===== src/hw/nel_cfg.svh =====
/*
  Constants for the event log and polling-node succession block: error codes,
  message command codes, reset values and reconstruction timing.
  Assumes inclusion by bare name from the design file.
*/
`ifndef NEL_CFG_SVH
`define NEL_CFG_SVH
// Error codes written into the log
`define NEL_CODE_TX_LO    16'h0101
`define NEL_CODE_TX_HI    16'h0116
`define NEL_CODE_LOSS_IN  16'h0206
`define NEL_CODE_LOSS_OUT 16'h0207
`define NEL_CODE_POLL_CHG 16'h0208
`define NEL_CODE_DL_INACT 16'h021c
`define NEL_CODE_CYC_ERR  16'h021d
`define NEL_CODE_MAP_0    16'h0220
`define NEL_CODE_MAP_3    16'h0223
`define NEL_CODE_PKT_DROP 16'h0300
`define NEL_CODE_UNIT_ERR 16'h0601
// Message service command codes
`define NEL_CMD_LOG_READ  16'h2102
`define NEL_CMD_LOG_CLEAR 16'h2103
// Node addressing
`define NEL_FIRST_POLLER  6'h01
`define NEL_NODE_COUNT    62
`define NEL_MAP_SLICE     16
`define NEL_RST_ADDR      6'h00
// Reconstruction timing
`define NEL_CLK_HZ        250000000
`define NEL_MS_PER_S      1000
`define NEL_RECON_STEP_MS 20
`define NEL_RECON_NODE_MS 1
`endif


===== src/hw/nel_pkg.sv =====
/*
  Types shared by the event log and polling-node succession block.
  Assumes nothing beyond a SystemVerilog compiler.
*/
package nel_pkg;
  // One log entry: code, two detail bytes, nonvolatile-copy flag
  typedef struct packed {
    logic [15:0] code;
    logic [7:0]  d1;
    logic [7:0]  d2;
    logic        keep;
  } nel_entry_s;
  // Log read sequencer
  typedef enum logic [0:0] {
    NEL_RD_IDLE = 1'b0,
    NEL_RD_RUN  = 1'b1
  } nel_rd_e;
  // Polling role state
  typedef enum logic [0:0] {
    NEL_PL_RUN   = 1'b0,
    NEL_PL_RECON = 1'b1
  } nel_pl_e;
endpackage


===== src/hw/nel_log_backup.sv =====
/*
  Event log and polling-node succession logic of one network node.
  Assumes one 250 MHz clock, synchronous inputs, single-cycle event pulses,
  and a message layer that decodes log commands into CMD_VALID_IN/CODE.
*/
// What this block does
// Node loss logs four removed-node bitmap entries
// Bitmaps logged together with node-loss entry
// Low tx-failure codes logged only if discarded
// Cycle error logs set and minimum times
// Data link inactive logged, kept nonvolatile
// Packet discard logged, not kept nonvolatile
// Unit error logged, kept nonvolatile
// Log-read command returns logged entries
// Log-clear command empties the log
// Address one polls at network start
// Next smallest healthy address takes polling over
// No communications during reconstruction
// Data link held during reconstruction, then resumed
// Reconstruction time from new and highest address
// Optical node bypassed on fault with backup
// Polling change logs old and new address
// Entries are code plus two bytes, ordered
`timescale 1ns/1ns
`include "nel_cfg.svh"
module nel_log_backup #(
  parameter int DEPTH     = 64,
  parameter int MS_CYCLES = `NEL_CLK_HZ / `NEL_MS_PER_S
) (
  // Clock and reset
  input  wire logic                    CLK_IN,
  input  wire logic                    SRST_IN,
  // Transmission failure event
  input  wire logic                    EV_TX_IN,
  input  wire logic [15:0]             TX_CODE_IN,
  input  wire logic [15:0]             TX_DETAIL_IN,
  input  wire logic                    TX_DISCARD_IN,
  input  wire logic                    TX_KEEP_IN,
  // Participating nodes decreased
  input  wire logic                    EV_LOSS_IN,
  input  wire logic                    LOCAL_IN_NET_IN,
  input  wire logic [61:0]             LOST_MAP_IN,
  // Other events
  input  wire logic                    EV_CYC_ERR_IN,
  input  wire logic [7:0]              CYC_SET_MS_IN,
  input  wire logic [7:0]              CYC_MIN_MS_IN,
  input  wire logic                    EV_DL_INACT_IN,
  input  wire logic                    EV_PKT_DROP_IN,
  input  wire logic                    EV_UNIT_ERR_IN,
  // Log commands and responses
  input  wire logic                    CMD_VALID_IN,
  input  wire logic [15:0]             CMD_CODE_IN,
  output      logic                    RSP_VALID_OUT,
  output      nel_pkg::nel_entry_s     RSP_ENTRY_OUT,
  output      logic                    RSP_END_OUT,
  output      logic                    NV_WR_OUT,
  output      nel_pkg::nel_entry_s     NV_ENTRY_OUT,
  // Polling role
  input  wire logic [5:0]              MY_ADDR_IN,
  input  wire logic [5:0]              MAX_ADDR_IN,
  input  wire logic                    NET_START_IN,
  input  wire logic                    POLL_FAIL_IN,
  input  wire logic [61:0]             HEALTHY_MAP_IN,
  output      logic [5:0]              POLL_ADDR_OUT,
  output      logic                    IS_POLLER_OUT,
  output      logic                    RECON_OUT,
  output      logic                    COMM_EN_OUT,
  output      logic                    DL_HOLD_OUT,
  // Optical bypass
  input  wire logic                    OPTICAL_IN,
  input  wire logic                    BACKUP_PWR_IN,
  input  wire logic                    LOCAL_FAULT_IN,
  input  wire logic                    LOCAL_PWR_LOSS_IN,
  output      logic                    BYPASS_OUT
);
  localparam int AW = $clog2(DEPTH);
  localparam int RECON_MS_W = 12;
  localparam int MS_W = $clog2(MS_CYCLES + 1);
  // Lowest set bit of a node map as an address, zero when none
  function automatic logic [5:0] lowest_node(input logic [61:0] m);
    logic [5:0] a;
    a = `NEL_RST_ADDR;
    for (int i = `NEL_NODE_COUNT - 1; i >= 0; i--) begin
      if (m[i]) begin
        a = 6'(i + 1);
      end
    end
    return a;
  endfunction
  // Count of removed nodes
  function automatic logic [7:0] ones(input logic [61:0] m);
    logic [7:0] n;
    n = 8'h00;
    for (int i = 0; i < `NEL_NODE_COUNT; i++) begin
      n = n + {7'h00, m[i]};
    end
    return n;
  endfunction

  nel_pkg::nel_entry_s mem [DEPTH];       // Log storage, ring
  logic [AW-1:0]       wr_ptr_r;          // Next slot to fill
  logic [AW:0]         count_r;           // Entries held
  logic [6:0]          pend_r;            // Pending event sources
  nel_pkg::nel_entry_s tx_p_r;            // Captured tx entry
  logic [7:0]          cyc_set_r;         // Captured cycle times
  logic [7:0]          cyc_min_r;
  logic                loss_in_r;         // Captured loss variant
  logic [61:0]         loss_p_r;          // Captured removed map
  logic [63:0]         loss_w_r;          // Map being written out
  logic [2:0]          loss_step_r;       // Bitmap entry sequencer
  logic [5:0]          pc_old_r;          // Polling change addresses
  logic [5:0]          pc_new_r;
  logic                wr_en;
  nel_pkg::nel_entry_s wr_d;
  logic [6:0]          grant;
  logic                tx_ok;
  logic                cmd_ok;
  logic                rd_go;
  logic                clr_go;
  nel_pkg::nel_rd_e    rd_st_r;
  logic [AW-1:0]       rd_ptr_r;
  logic [AW:0]         rd_left_r;
  nel_pkg::nel_pl_e    pl_st_r;
  logic [RECON_MS_W-1:0] ms_left_r;       // Whole ms still to wait
  logic [MS_W-1:0]     ms_cnt_r;          // Cycles within one ms
  logic [5:0]          cand;              // Successor candidate
  logic                pc_ev;             // Polling role moved

  // Only discarded frames count for the low tx-failure range
  assign tx_ok = EV_TX_IN && (TX_DISCARD_IN ||
                 TX_CODE_IN < `NEL_CODE_TX_LO ||
                 TX_CODE_IN > `NEL_CODE_TX_HI);
  // Commands are not accepted while the network is rebuilt
  assign cmd_ok = CMD_VALID_IN && pl_st_r == nel_pkg::NEL_PL_RUN;
  assign rd_go  = cmd_ok && CMD_CODE_IN == `NEL_CMD_LOG_READ;
  assign clr_go = cmd_ok && CMD_CODE_IN == `NEL_CMD_LOG_CLEAR;
  assign cand   = lowest_node(HEALTHY_MAP_IN &
                  ~(62'h1 << (POLL_ADDR_OUT - 6'h01)));
  assign pc_ev  = POLL_FAIL_IN && pl_st_r == nel_pkg::NEL_PL_RUN &&
                  cand != `NEL_RST_ADDR;

  // Pending flags; a new event in the consuming cycle stays pending
  always_ff @(posedge CLK_IN) begin
    if (SRST_IN) begin
      pend_r <= 7'h00;
    end else begin
      pend_r <= (pend_r & ~grant) |
                {pc_ev, EV_UNIT_ERR_IN, EV_PKT_DROP_IN, EV_DL_INACT_IN,
                 EV_CYC_ERR_IN, EV_LOSS_IN, tx_ok};
    end
  end

  // Event detail capture
  always_ff @(posedge CLK_IN) begin
    if (SRST_IN) begin
      tx_p_r    <= '0;
      cyc_set_r <= 8'h00;
      cyc_min_r <= 8'h00;
      loss_in_r <= 1'b0;
      loss_p_r  <= 62'h0;
      pc_old_r  <= `NEL_RST_ADDR;
      pc_new_r  <= `NEL_RST_ADDR;
    end else begin
      if (tx_ok) begin
        tx_p_r <= '{TX_CODE_IN, TX_DETAIL_IN[15:8], TX_DETAIL_IN[7:0],
                    TX_KEEP_IN};
      end
      if (EV_CYC_ERR_IN) begin
        cyc_set_r <= CYC_SET_MS_IN;
        cyc_min_r <= CYC_MIN_MS_IN;
      end
      if (EV_LOSS_IN) begin
        loss_in_r <= LOCAL_IN_NET_IN;
        loss_p_r  <= LOST_MAP_IN;
      end
      if (pc_ev) begin
        pc_old_r <= POLL_ADDR_OUT;
        pc_new_r <= cand;
      end
    end
  end

  // Pick one entry per cycle; bitmap steps lock out everything else
  always_comb begin
    grant = 7'h00;
    wr_en = 1'b0;
    wr_d  = '0;
    if (loss_step_r != 3'h0) begin
      wr_en = 1'b1;
      wr_d  = '{`NEL_CODE_MAP_0 + {14'h0, 2'(loss_step_r - 3'h1)},
                loss_w_r[15:8], loss_w_r[7:0], 1'b1};
    end else begin
      for (int i = 6; i >= 0; i--) begin
        if (pend_r[i]) begin
          grant = 7'h01 << i;
        end
      end
      wr_en = pend_r != 7'h00;
      unique case (1'b1)
        grant[0]: wr_d = tx_p_r;
        grant[1]: wr_d = '{loss_in_r ? `NEL_CODE_LOSS_IN : `NEL_CODE_LOSS_OUT,
                           {2'h0, MAX_ADDR_IN}, ones(loss_p_r), 1'b0};
        grant[2]: wr_d = '{`NEL_CODE_CYC_ERR, cyc_set_r, cyc_min_r,
                           1'b1};
        grant[3]: wr_d = '{`NEL_CODE_DL_INACT, 8'h00, 8'h00, 1'b1};
        grant[4]: wr_d = '{`NEL_CODE_PKT_DROP, 8'h00, 8'h00, 1'b0};
        grant[5]: wr_d = '{`NEL_CODE_UNIT_ERR, 8'h00, 8'h00, 1'b1};
        grant[6]: wr_d = '{`NEL_CODE_POLL_CHG, {2'h0, pc_old_r},
                           {2'h0, pc_new_r}, 1'b0};
        default:  wr_d = '0;
      endcase
    end
  end

  // Bitmap sequencer: four slices after the node-loss entry
  always_ff @(posedge CLK_IN) begin
    if (SRST_IN) begin
      loss_step_r <= 3'h0;
      loss_w_r    <= 64'h0;
    end else if (grant[1]) begin
      loss_step_r <= 3'h1;
      loss_w_r    <= {2'h0, loss_p_r};
    end else if (loss_step_r != 3'h0) begin
      loss_step_r <= (loss_step_r == 3'h4) ? 3'h0 : loss_step_r + 3'h1;
      loss_w_r    <= loss_w_r >> `NEL_MAP_SLICE;
    end
  end

  // Log storage in order of occurrence, oldest lost on overflow
  always_ff @(posedge CLK_IN) begin
    if (wr_en) begin
      mem[wr_ptr_r] <= wr_d;
    end
  end

  // Fill pointer and count; a write in the clearing cycle survives
  always_ff @(posedge CLK_IN) begin
    if (SRST_IN) begin
      wr_ptr_r <= '0;
      count_r  <= '0;
    end else begin
      wr_ptr_r <= wr_ptr_r + AW'(wr_en);
      if (clr_go) begin
        count_r <= (AW+1)'(wr_en);
      end else if (wr_en && count_r != (AW+1)'(DEPTH)) begin
        count_r <= count_r + (AW+1)'(1);
      end
    end
  end

  // Copy of entries that must survive power loss
  always_ff @(posedge CLK_IN) begin
    if (SRST_IN) begin
      NV_WR_OUT    <= 1'b0;
      NV_ENTRY_OUT <= '0;
    end else begin
      NV_WR_OUT    <= wr_en && wr_d.keep;
      NV_ENTRY_OUT <= wr_d;
    end
  end

  // Log read streams oldest first; a clear aborts it
  always_ff @(posedge CLK_IN) begin
    if (SRST_IN) begin
      rd_st_r       <= nel_pkg::NEL_RD_IDLE;
      rd_ptr_r      <= '0;
      rd_left_r     <= '0;
      RSP_VALID_OUT <= 1'b0;
      RSP_ENTRY_OUT <= '0;
      RSP_END_OUT   <= 1'b0;
    end else begin
      RSP_VALID_OUT <= 1'b0;
      RSP_END_OUT   <= 1'b0;
      unique case (rd_st_r)
        nel_pkg::NEL_RD_IDLE: begin
          if (rd_go) begin
            rd_st_r   <= nel_pkg::NEL_RD_RUN;
            rd_ptr_r  <= wr_ptr_r - AW'(count_r);
            rd_left_r <= count_r;
          end
        end
        nel_pkg::NEL_RD_RUN: begin
          if (rd_left_r == '0 || clr_go) begin
            rd_st_r     <= nel_pkg::NEL_RD_IDLE;
            RSP_END_OUT <= 1'b1;
          end else begin
            RSP_VALID_OUT <= 1'b1;
            RSP_ENTRY_OUT <= mem[rd_ptr_r];
            rd_ptr_r      <= rd_ptr_r + AW'(1);
            rd_left_r     <= rd_left_r - (AW+1)'(1);
          end
        end
      endcase
    end
  end

  // Polling role and reconstruction timer
  always_ff @(posedge CLK_IN) begin
    if (SRST_IN) begin
      pl_st_r       <= nel_pkg::NEL_PL_RUN;
      POLL_ADDR_OUT <= `NEL_RST_ADDR;
      ms_left_r     <= '0;
      ms_cnt_r      <= '0;
    end else if (NET_START_IN) begin
      pl_st_r       <= nel_pkg::NEL_PL_RUN;
      POLL_ADDR_OUT <= `NEL_FIRST_POLLER;
    end else if (pc_ev) begin
      pl_st_r       <= nel_pkg::NEL_PL_RECON;
      POLL_ADDR_OUT <= cand;
      ms_left_r     <= RECON_MS_W'(({6'h0, cand} + 12'h1) *
                       12'(`NEL_RECON_STEP_MS) +
                       {6'h0, MAX_ADDR_IN} *
                       12'(`NEL_RECON_NODE_MS));
      ms_cnt_r      <= '0;
    end else if (pl_st_r == nel_pkg::NEL_PL_RECON) begin
      if (ms_cnt_r == MS_W'(MS_CYCLES - 1)) begin
        ms_cnt_r <= '0;
        if (ms_left_r <= RECON_MS_W'(1)) begin
          pl_st_r <= nel_pkg::NEL_PL_RUN;
        end
        ms_left_r <= ms_left_r - RECON_MS_W'(1);
      end else begin
        ms_cnt_r <= ms_cnt_r + MS_W'(1);
      end
    end
  end

  // Status flags; the data link holds its areas while rebuilding
  always_ff @(posedge CLK_IN) begin
    if (SRST_IN) begin
      RECON_OUT     <= 1'b0;
      COMM_EN_OUT   <= 1'b0;
      DL_HOLD_OUT   <= 1'b0;
      IS_POLLER_OUT <= 1'b0;
      BYPASS_OUT    <= 1'b0;
    end else begin
      RECON_OUT     <= pl_st_r == nel_pkg::NEL_PL_RECON;
      COMM_EN_OUT   <= pl_st_r == nel_pkg::NEL_PL_RUN;
      DL_HOLD_OUT   <= pl_st_r == nel_pkg::NEL_PL_RECON;
      IS_POLLER_OUT <= POLL_ADDR_OUT == MY_ADDR_IN &&
                       POLL_ADDR_OUT != `NEL_RST_ADDR;
      BYPASS_OUT    <= OPTICAL_IN && BACKUP_PWR_IN &&
                       (LOCAL_FAULT_IN || LOCAL_PWR_LOSS_IN);
    end
  end

  a_loss_bitmaps: assert property (@(posedge CLK_IN) disable iff (SRST_IN)
    grant[1] |=> wr_en && wr_d.code == `NEL_CODE_MAP_0 ##3
                 wr_d.code == `NEL_CODE_MAP_3) else $error("bitmap order");
  a_last_slice: assert property (@(posedge CLK_IN) disable iff (SRST_IN)
    wr_en && wr_d.code == `NEL_CODE_MAP_3 |-> wr_d.d1[7:6] == 2'h0)
    else $error("node 63 or 64 logged");
  a_tx_filter: assert property (@(posedge CLK_IN) disable iff (SRST_IN)
    EV_TX_IN && !TX_DISCARD_IN && TX_CODE_IN == `NEL_CODE_TX_LO &&
    !pend_r[0] |=> !pend_r[0]) else $error("unsent frame logged");
  a_nv_policy: assert property (@(posedge CLK_IN) disable iff (SRST_IN)
    wr_en && (wr_d.code == `NEL_CODE_DL_INACT ||
    wr_d.code == `NEL_CODE_UNIT_ERR) |=> NV_WR_OUT) else $error("nv miss");
  a_pkt_volatile: assert property (@(posedge CLK_IN) disable iff (SRST_IN)
    wr_en && wr_d.code == `NEL_CODE_PKT_DROP |=> !NV_WR_OUT)
    else $error("discard kept");
  a_clear_empties: assert property (@(posedge CLK_IN) disable iff (SRST_IN)
    clr_go && !wr_en |=> count_r == '0) else $error("log not cleared");
  a_empty_read: assert property (@(posedge CLK_IN) disable iff (SRST_IN)
    rd_go && rd_st_r == nel_pkg::NEL_RD_IDLE && count_r == '0 |=>
    !RSP_VALID_OUT ##1 RSP_END_OUT) else $error("empty read");
  a_start_poller: assert property (@(posedge CLK_IN) disable iff (SRST_IN)
    NET_START_IN |=> POLL_ADDR_OUT == `NEL_FIRST_POLLER)
    else $error("wrong first poller");
  a_recon_quiet: assert property (@(posedge CLK_IN) disable iff (SRST_IN)
    pc_ev && !NET_START_IN |=> ##1 !COMM_EN_OUT && DL_HOLD_OUT)
    else $error("comms during rebuild");
  a_poll_log: assert property (@(posedge CLK_IN) disable iff (SRST_IN)
    pc_ev |=> pend_r[6] && pc_new_r == POLL_ADDR_OUT)
    else $error("change not logged");
  a_bypass_set: assert property (@(posedge CLK_IN) disable iff (SRST_IN)
    OPTICAL_IN && BACKUP_PWR_IN && LOCAL_FAULT_IN |=> BYPASS_OUT)
    else $error("no bypass");
endmodule


===== config.mk =====
export PLATFORM = sky130hd
export DESIGN_NAME = nel_log_backup
export DESIGN_NICKNAME = d
export VERILOG_FILES = /design/src/hw/nel_pkg.sv /design/src/hw/nel_log_backup.sv
export VERILOG_INCLUDE_DIRS = /design/src /design/src/hw
export SDC_FILE = /design/constraint.sdc
export NUM_CORES = 2
export LEC_CHECK = 0
export ABC_AREA = 1
export BUFFER_PORTS_ARGS = -buffer_cell sky130_fd_sc_hd__buf_2
export CAP_MARGIN = 20
export CORE_MARGIN = 5
export CORE_UTILIZATION = 24
export DETAILED_ROUTE_END_ITERATION = 6
export GPL_TIMING_DRIVEN = 0
export PLACE_DENSITY_LB_ADDON = 0.12
export RECOVER_POWER = 50
export SLEW_MARGIN = 20
export SYNTH_ARGS = -nofsm -noshare
export SYNTH_HDL_FRONTEND = slang
export SYNTH_SLANG_ARGS = --single-unit

===== constraint.sdc =====
create_clock -name CLK_IN -period 7.07 [get_ports CLK_IN]
set_input_delay 0.3535 -clock CLK_IN [delete_from_list [all_inputs] [get_ports CLK_IN]]
set_output_delay 0.3535 -clock CLK_IN [all_outputs]
set_load 0.05 [all_outputs]

-- After elaboration in Yosys (flattened, before gate mapping)
Memories as Yosys holds them, arrays and structs flattened. A register that Yosys moved wholly into a read port is not among the register bits.
Index checks and enable logic that the tools add are counted.
- flip-flop bits (word level): 300
- memory bits (writable): 2112
- input bits: 218
- memories kept: 1
- add/subtract/negate cells: 74
- $mul: 1
- $lt $le $gt $ge: 3
- equality and inequality tests: 8
- shift operators: 1
- mux-type cells: 106
- bitwise gates (word level): 9
- reductions and logical operators: 33
- memory list (memory ; depth ; bits a word ; read ports ; clocked after Yosys merged registers in ; write ports ; line ; RTL):
    mem ; 64 ; 33 ; 1 ; 1 ; 1 ; nel_log_backup.sv:100 ; nel_pkg::nel_entry_s mem [DEPTH];
- operator list (operator ; count):
    8-bit by 1-bit adder with 8-bit output ; 54
    6-bit two-way mux ; 64
    33-bit one-hot mux with 7 select lines ; 1
    62-bit two-way mux ; 2
    7-bit two-way mux ; 11
    62-bit bitwise AND ; 1
    62-bit inverter ; 1
    1-bit by 6-bit left shift with 62-bit output (first input constant) ; 1
    18-bit two-way mux ; 3
    12-bit two-way mux ; 3
    33-bit two-way mux ; 1
    16-bit by 14-bit == test with 1-bit output (second input constant) ; 2
    18-bit by 1-bit adder with 18-bit output (second input constant) ; 1
    18-bit == test (second input constant) ; 1
    1-bit two-way mux ; 17
    16-bit by 9-bit > comparator with 1-bit output (second input constant) ; 1
    16-bit by 9-bit less-than comparator with 1-bit output (second input constant) ; 1
    7-bit one-hot mux with 2 select lines ; 1
    12-bit by 6-bit adder with 12-bit output ; 1
    12-bit by 1-bit <= comparator with 1-bit output (second input constant) ; 1
    6-bit one-hot mux with 2 select lines ; 1
    6-bit nonzero test ; 2
    12-bit by 1-bit subtractor with 12-bit output (second input constant) ; 1
    10-bit by 2-bit adder with 11-bit output (first input constant) ; 1
    36 further kinds ; 62

-- Logic depth before layout (Yosys ltp)
- depth after elaboration: 70
- gate-level depth with buffers: 82
- depth with buffers taken out: 81

-- Least setup slack after synthesis
No wires, ideal clock.
- kind: register -> register
- from: register loss_p_r[53]
- to: memory mem[0][5] in the netlist's numbering (data pin)
- setup time: 0.356 ns
- data arrival time: 6.330 ns
- slack: 0.385 ns
- cell stages (with the launch flop): 24
- cell sequence: dfxtp_1 fa_1 inv_1 fa_1 inv_1 fa_1 inv_1 fa_1 inv_1 fa_1 inv_1 fa_1 fa_1 fa_1 inv_1 ha_1 fa_1 inv_1 o31ai_1 nand2_1 nand2_1 o2111ai_1 nand2_1 nand2_1
- RTL lines (element ; line ; RTL):
    from (decl) ; nel_log_backup.sv:108 ; logic [61:0] loss_p_r;
    from (signal assigned) ; nel_log_backup.sv:160 ; loss_p_r <= 62'h0;
    from (signal assigned) ; nel_log_backup.sv:174 ; loss_p_r <= LOST_MAP_IN;
    to (decl) ; nel_log_backup.sv:100 ;

-- Final worst setup path
- from: register POLL_ADDR_OUT[2]
- to: register ms_left_r[10]
- RTL lines (element ; line ; RTL):
    from (decl) ; nel_log_backup.sv:64 ; output logic [5:0] POLL_ADDR_OUT,
    from (signal assigned) ; nel_log_backup.sv:301 ; POLL_ADDR_OUT <= `NEL_RST_ADDR;
    from (signal assigned) ; nel_log_backup.sv:306 ; POLL_ADDR_OUT <= `NEL_FIRST_POLLER;
    from (signal assigned) ; nel_log_backup.sv:309 ; POLL_ADDR_OUT <= cand;
    6-bit by 1-bit subtractor with 6-bit output (*) ; nel_log_backup.sv:138 ; ~(62'h1 << (POLL_ADDR_OUT - 6'h01)));
    1-bit by 6-bit left shift with 62-bit output (*) ; nel_log_backup.sv:138 ;
    62-bit inverter (*) ; nel_log_backup.sv:138 ;
    62-bit bitwise AND (*) ; nel_log_backup.sv:137 ; assign cand = lowest_node(HEALTHY_MAP_IN &
    6-bit two-way mux (60 in a row) ; nel_log_backup.sv:84 ; if (m[i]) begin
    6-bit two-way mux (*) ; nel_log_backup.sv:84 ;
    via cand[0] ; nel_log_backup.sv:126 ; logic [5:0] cand;
    6-bit by 1-bit adder with 7-bit output or 6-bit nonzero test (tied branches) ; - ;
    7-bit by 3-bit multiplier with 10-bit output or 1-bit logical AND (tied branches) ; - ;
    12-bit by 6-bit adder with 12-bit output or 2-bit nonzero test (tied branches) ; - ;
    12-bit two-way mux or 3-bit AND reduction (tied branches) ; - ;
    to (signal assigned) ; nel_log_backup.sv:310 ; ms_left_r <= RECON_MS_W'(({6'h0, cand} + 12'h1) *
    to (signal assigned) ; nel_log_backup.sv:321 ; ms_left_r <= ms_left_r - RECON_MS_W'(1);
    to (decl) ; nel_log_backup.sv:124 ; logic [RECON_MS_W-1:0] ms_left_r;
Mark *: on every way through the listed nets, which the timed path passes. The rest lies on a longest branch.
A chain may end at the register's enable or synchronous reset.

==> implementation parameters <==
Parameter                              Value

Logic synthesis
  EDFF count, synth    2112
  Number of nets in the synthesized netlist    8335
  Synth async-reset ratio    0%
  Sequential cell area fraction in the yosys report    70.4%
  Average instance area after synthesis    12.4 um^2
  Post-synthesis sequential element count    2445
  Top cell type's share of synthesized area    63.7%
  Main area contributors after synthesis    sky130_fd_sc_hd__edfxtp_1 (64%), sky130_fd_sc_hd__dfxtp_1 (6.7%), sky130_fd_sc_hd__nor2_1 (5.7%)
  Syn Inst Count    8014
  Mapped cell area    0.0996 mm^2
  Largest area contributor in the netlist    sky130_fd_sc_hd__edfxtp_1
  Number of warnings printed during yosys synthesis    0
  Prevailing post-synth register cell    sky130_fd_sc_hd__edfxtp_1
  Number of distinct library cells after synthesis    64

Hold path
  HP Start    EV_CYC_ERR_IN
  Worst-case hold path end point    cyc_min_r[6]
  Type of the worst min-delay path    input port to flip-flop
  Min-Delay Path Depth    4

Run
  Count of max-cap constraint violations    0

Drt
  Vias    75400
  Routed WL    501 mm
  Routed vias/inst    5.09
  Number of detailed-routing iterations run before antenna repair    7
  WL per Instance    33.8 um
  Drt initial violations    8550
  Number of design rule violations left after detail routing    2
  Number of antenna-violating nets in the routed design    0

GRT
  GR Layer Usage met2    36.1%
  First-pass GRT wire length    658 mm
  Pin count of the biggest net entering global routing    57
  Aggregate global-route resource usage    22.4%
  Met1 GRT Util    29.8%
  Met3 track demand over resource in global routing    4.30%
  Number of antenna violations at the first check in global routing    60
  Most used routing layer in global routing    met2
  Vias in the first global route    72600
  Global route overflow    0

Placed design
  Total placed instance area    0.114 mm^2
  Post-placement worst setup slack    -0.952 ns
  Final weighted congestion in routability-driven placement    0.964
  Final HPWL from detailed placement    372 mm
  Cell Count Post-Placement    14100
  Buffers on Ports    297

Clock network
  Number of H-tree levels    5
  CTS tree    done
  Register clock-pin slew on the reported worst setup and hold paths    0.06 ns
  Clock Sink Count    2445
  Clock Latency Late Sink    0.96 ns
  Number of buffers on the longest clock path    4
  Number of buffers created by CTS    291
  Root Buffer Master    sky130_fd_sc_hd__clkbuf_16

Setup path
  Worst reg2reg startpoint    POLL_ADDR_OUT[2]
  Worst setup EP type    flip-flop
  Worst path buffer plus inverter count    5
  Startpoint-to-endpoint class of the critical path    flip-flop to flip-flop
  Launching element type of the critical path    flip-flop
  Crit-path most repeated cell    sky130_fd_sc_hd__nand2_1
  Cell depth of the worst flop-to-flop path    76
  Internal reg-to-reg setup slack    0.12 ns
  Slowest cell on the critical path    sky130_fd_sc_hd__fa_2
  Crit path max-delay family    simple AND/OR/NAND/NOR gates
  Arr. time, crit path    7.72 ns
  Critical path required time    7.84 ns
  Critical path fanouts, max    6
  Stage delay of the slowest cell on the critical path    0.36 ns
  Crit Reg-Reg Endpoint    ms_left_r[10]

Final layout
  Syn-to-layout area delta    26.2%
  Post-route cell area    0.126 mm^2
  Non-filler cells, final    14800
  Filler Cell Count    41900
  Multi-input combinational cell area    0.0274 mm^2
  Area taken by flip-flops and latches    0.0701 mm^2
  Finished Core Util    30.4%
  Commonest non-fill, non-tap cell in the layout    sky130_fd_sc_hd__edfxtp_1
  Net count reported at finish    9417
  Fraction of layout cells with a size suffix above 1    13.7%
  Commonest cells after routing, fill and taps aside    sky130_fd_sc_hd__edfxtp_1 (2112), sky130_fd_sc_hd__nor2_1 (1433), sky130_fd_sc_hd__o21ai_0 (754)

Timing
  Setup repair after global routing missed its margin    yes
  Setup-failing EPs final    0
  Setup clock skew after layout    0.0870 ns
  Final setup slack of the worst path    0.121 ns
  Count of endpoints failing hold in the final timing report    0
  Worst rel slew slack    12.2%
  Max Clock Freq    0.144 GHz
  Tightest hold margin    0.0660 ns
  Post-layout minimum cycle time    6.95 ns
  Final count of pins violating max slew    0
  Worst Tran Pin Value    1.32 ns
  Final cycle utilization of the critical path    98.3%

Floorplan
  Initial standard-cell utilization of the core    24.1%
  Floorplan die height    654 um
  Die Footprint    0.428 mm^2
  Core region area    0.413 mm^2
  Number of ports placed on the die boundary    298
  Die Wd    654 um
  Count of standard-cell rows    236

Power
  Pwr dens    333 mW/mm^2
  P_leak    41.6 nW
  VDD IR-drop max    0.000622 V

Status
  Result of the run    complete, but fails checks
  Failing checks    DRC
worst register-to-register path, delay by kind of cell (launching register included):
| kind | cells | cell delay [ns] |
|---|---|---|
| flip-flops | 1 | 0.34 |
| XOR/XNOR | 2 | 0.30 |
| buffers and inverters | 5 | 0.48 |
| adder cells (fa/ha/maj) | 3 | 0.77 |
| AO/OA/AOI/OAI | 5 | 0.63 |
| multiplexers | 1 | 0.33 |
| AND/OR/NAND/NOR | 60 | 4.01 |
worst max path at each step:
stage | start | to | slack (ns) | cells past startpoint
floorplan | loss_p_r[53] | mem[0][5] | 0.38 | 23
global placement | pend_r[0] | mem[53][7] | -5.98 | 12
detailed placement | POLL_ADDR_OUT[5] | ms_left_r[10] | -0.95 | 75
CTS | POLL_ADDR_OUT[1] | ms_left_r[10] | -0.03 | 76
global route | POLL_ADDR_OUT[0] | ms_cnt_r[17] | -0.64 | 79
finish | POLL_ADDR_OUT[2] | ms_left_r[10] | 0.12 | 76
power breakdown:
part	switching, mW	leakage, nW	internal [mW]
clock network	6.36	4.57	8.79
registers	0.186	22.1	17.9
logic	6.34	15.0	2.24
cell usage after synthesis, drive strengths merged, types with 4 or more instances:
library cell  instances
a211oi                7
a21oi               295
a221o                27
a31o                  5
a31oi                72
buf                  54
clkbuf              496
clkinv                8
dfxtp               333
edfxtp             2112
fa                   55
ha                   48
inv                 322
mux2i               204
nand2               537
nand3               280
nand4                28
nor2               1513
nor3                 39
nor3b                 5
nor4                 15
o211ai              122
o21ai               805
o21bai               30
o221ai              202
o22ai                 5
o31ai                 5
o32ai               330
or2                   4
xnor2                 9
xor2                 23
registers in the layout, summed over array words and instances (netlist names), 7 cells and up:
| name | cells |
|---|---|
| mem | 2112 |
| count_r | 7 |
| loss_w_r | 62 |
| loss_p_r | 62 |
| pend_r | 7 |
| cyc_set_r | 8 |
| RSP_ENTRY_OUT | 33 |
| NV_ENTRY_OUT | 33 |
| ms_cnt_r | 18 |
| tx_p_r | 33 |
| rd_left_r | 7 |
| ms_left_r | 12 |
| cyc_min_r | 8 |
routing by layer:
metal	part of all wire [%]	up-vias
met5	0.012	-
met4	4.6	14
met3	7.5	757
met2	46	3358
met1	42	39300
li1	-	31900
final cells by class:
cell class	count	share of cell area [%]
antenna	30	0.0597
buffer	549	1.78
clock buffer	366	6.24
clock inverter	152	1.21
inverter	330	1.00
multi-input combinational	4692	21.8
sequential	2445	55.8
tap	5474	5.45
timing repair buffer	787	6.69
kinds of logic (layout without fill, tap and decap cells):
group | Yosys count | after routing | share of synthesized area, %
AOI/OAI and AO/OA | 1919 | 1919 | 12.4
muxes | 205 | 205 | 2.06
other | 0 | 30 | 0
DFF | 2445 | 2445 | 70.4
xor gates and xnor gates | 32 | 32 | 0.281
adders and majority gates | 103 | 103 | 1.71
and+or+nand+nor | 2430 | 2433 | 9.83
buffers and inverters | 880 | 2184 | 3.37
per-stage QoR:
| step | TNS, ns | power, mW |
|---|---|---|
| finish | 0 | 41.8 |
| detailed placement | -36.00 | 26.4 |
| global route | -6.90 | 43.2 |
| CTS | -0.0526 | 41.7 |
| global placement | -5738.39 | 24.6 |
| floorplan | 0 | 21.8 |
repair_timing:
item / in CTS / in global routing
gates resized for setup: 66 / 101
setup endpoints to repair: 165 / 228
hold buffers: 143 / 0
gates cloned: 2 / 9
buffers inserted: 18 / 21
pin swaps: 27 / 54
hold endpoints to repair: 130 / 0
(Power assumes the default switching activity.)
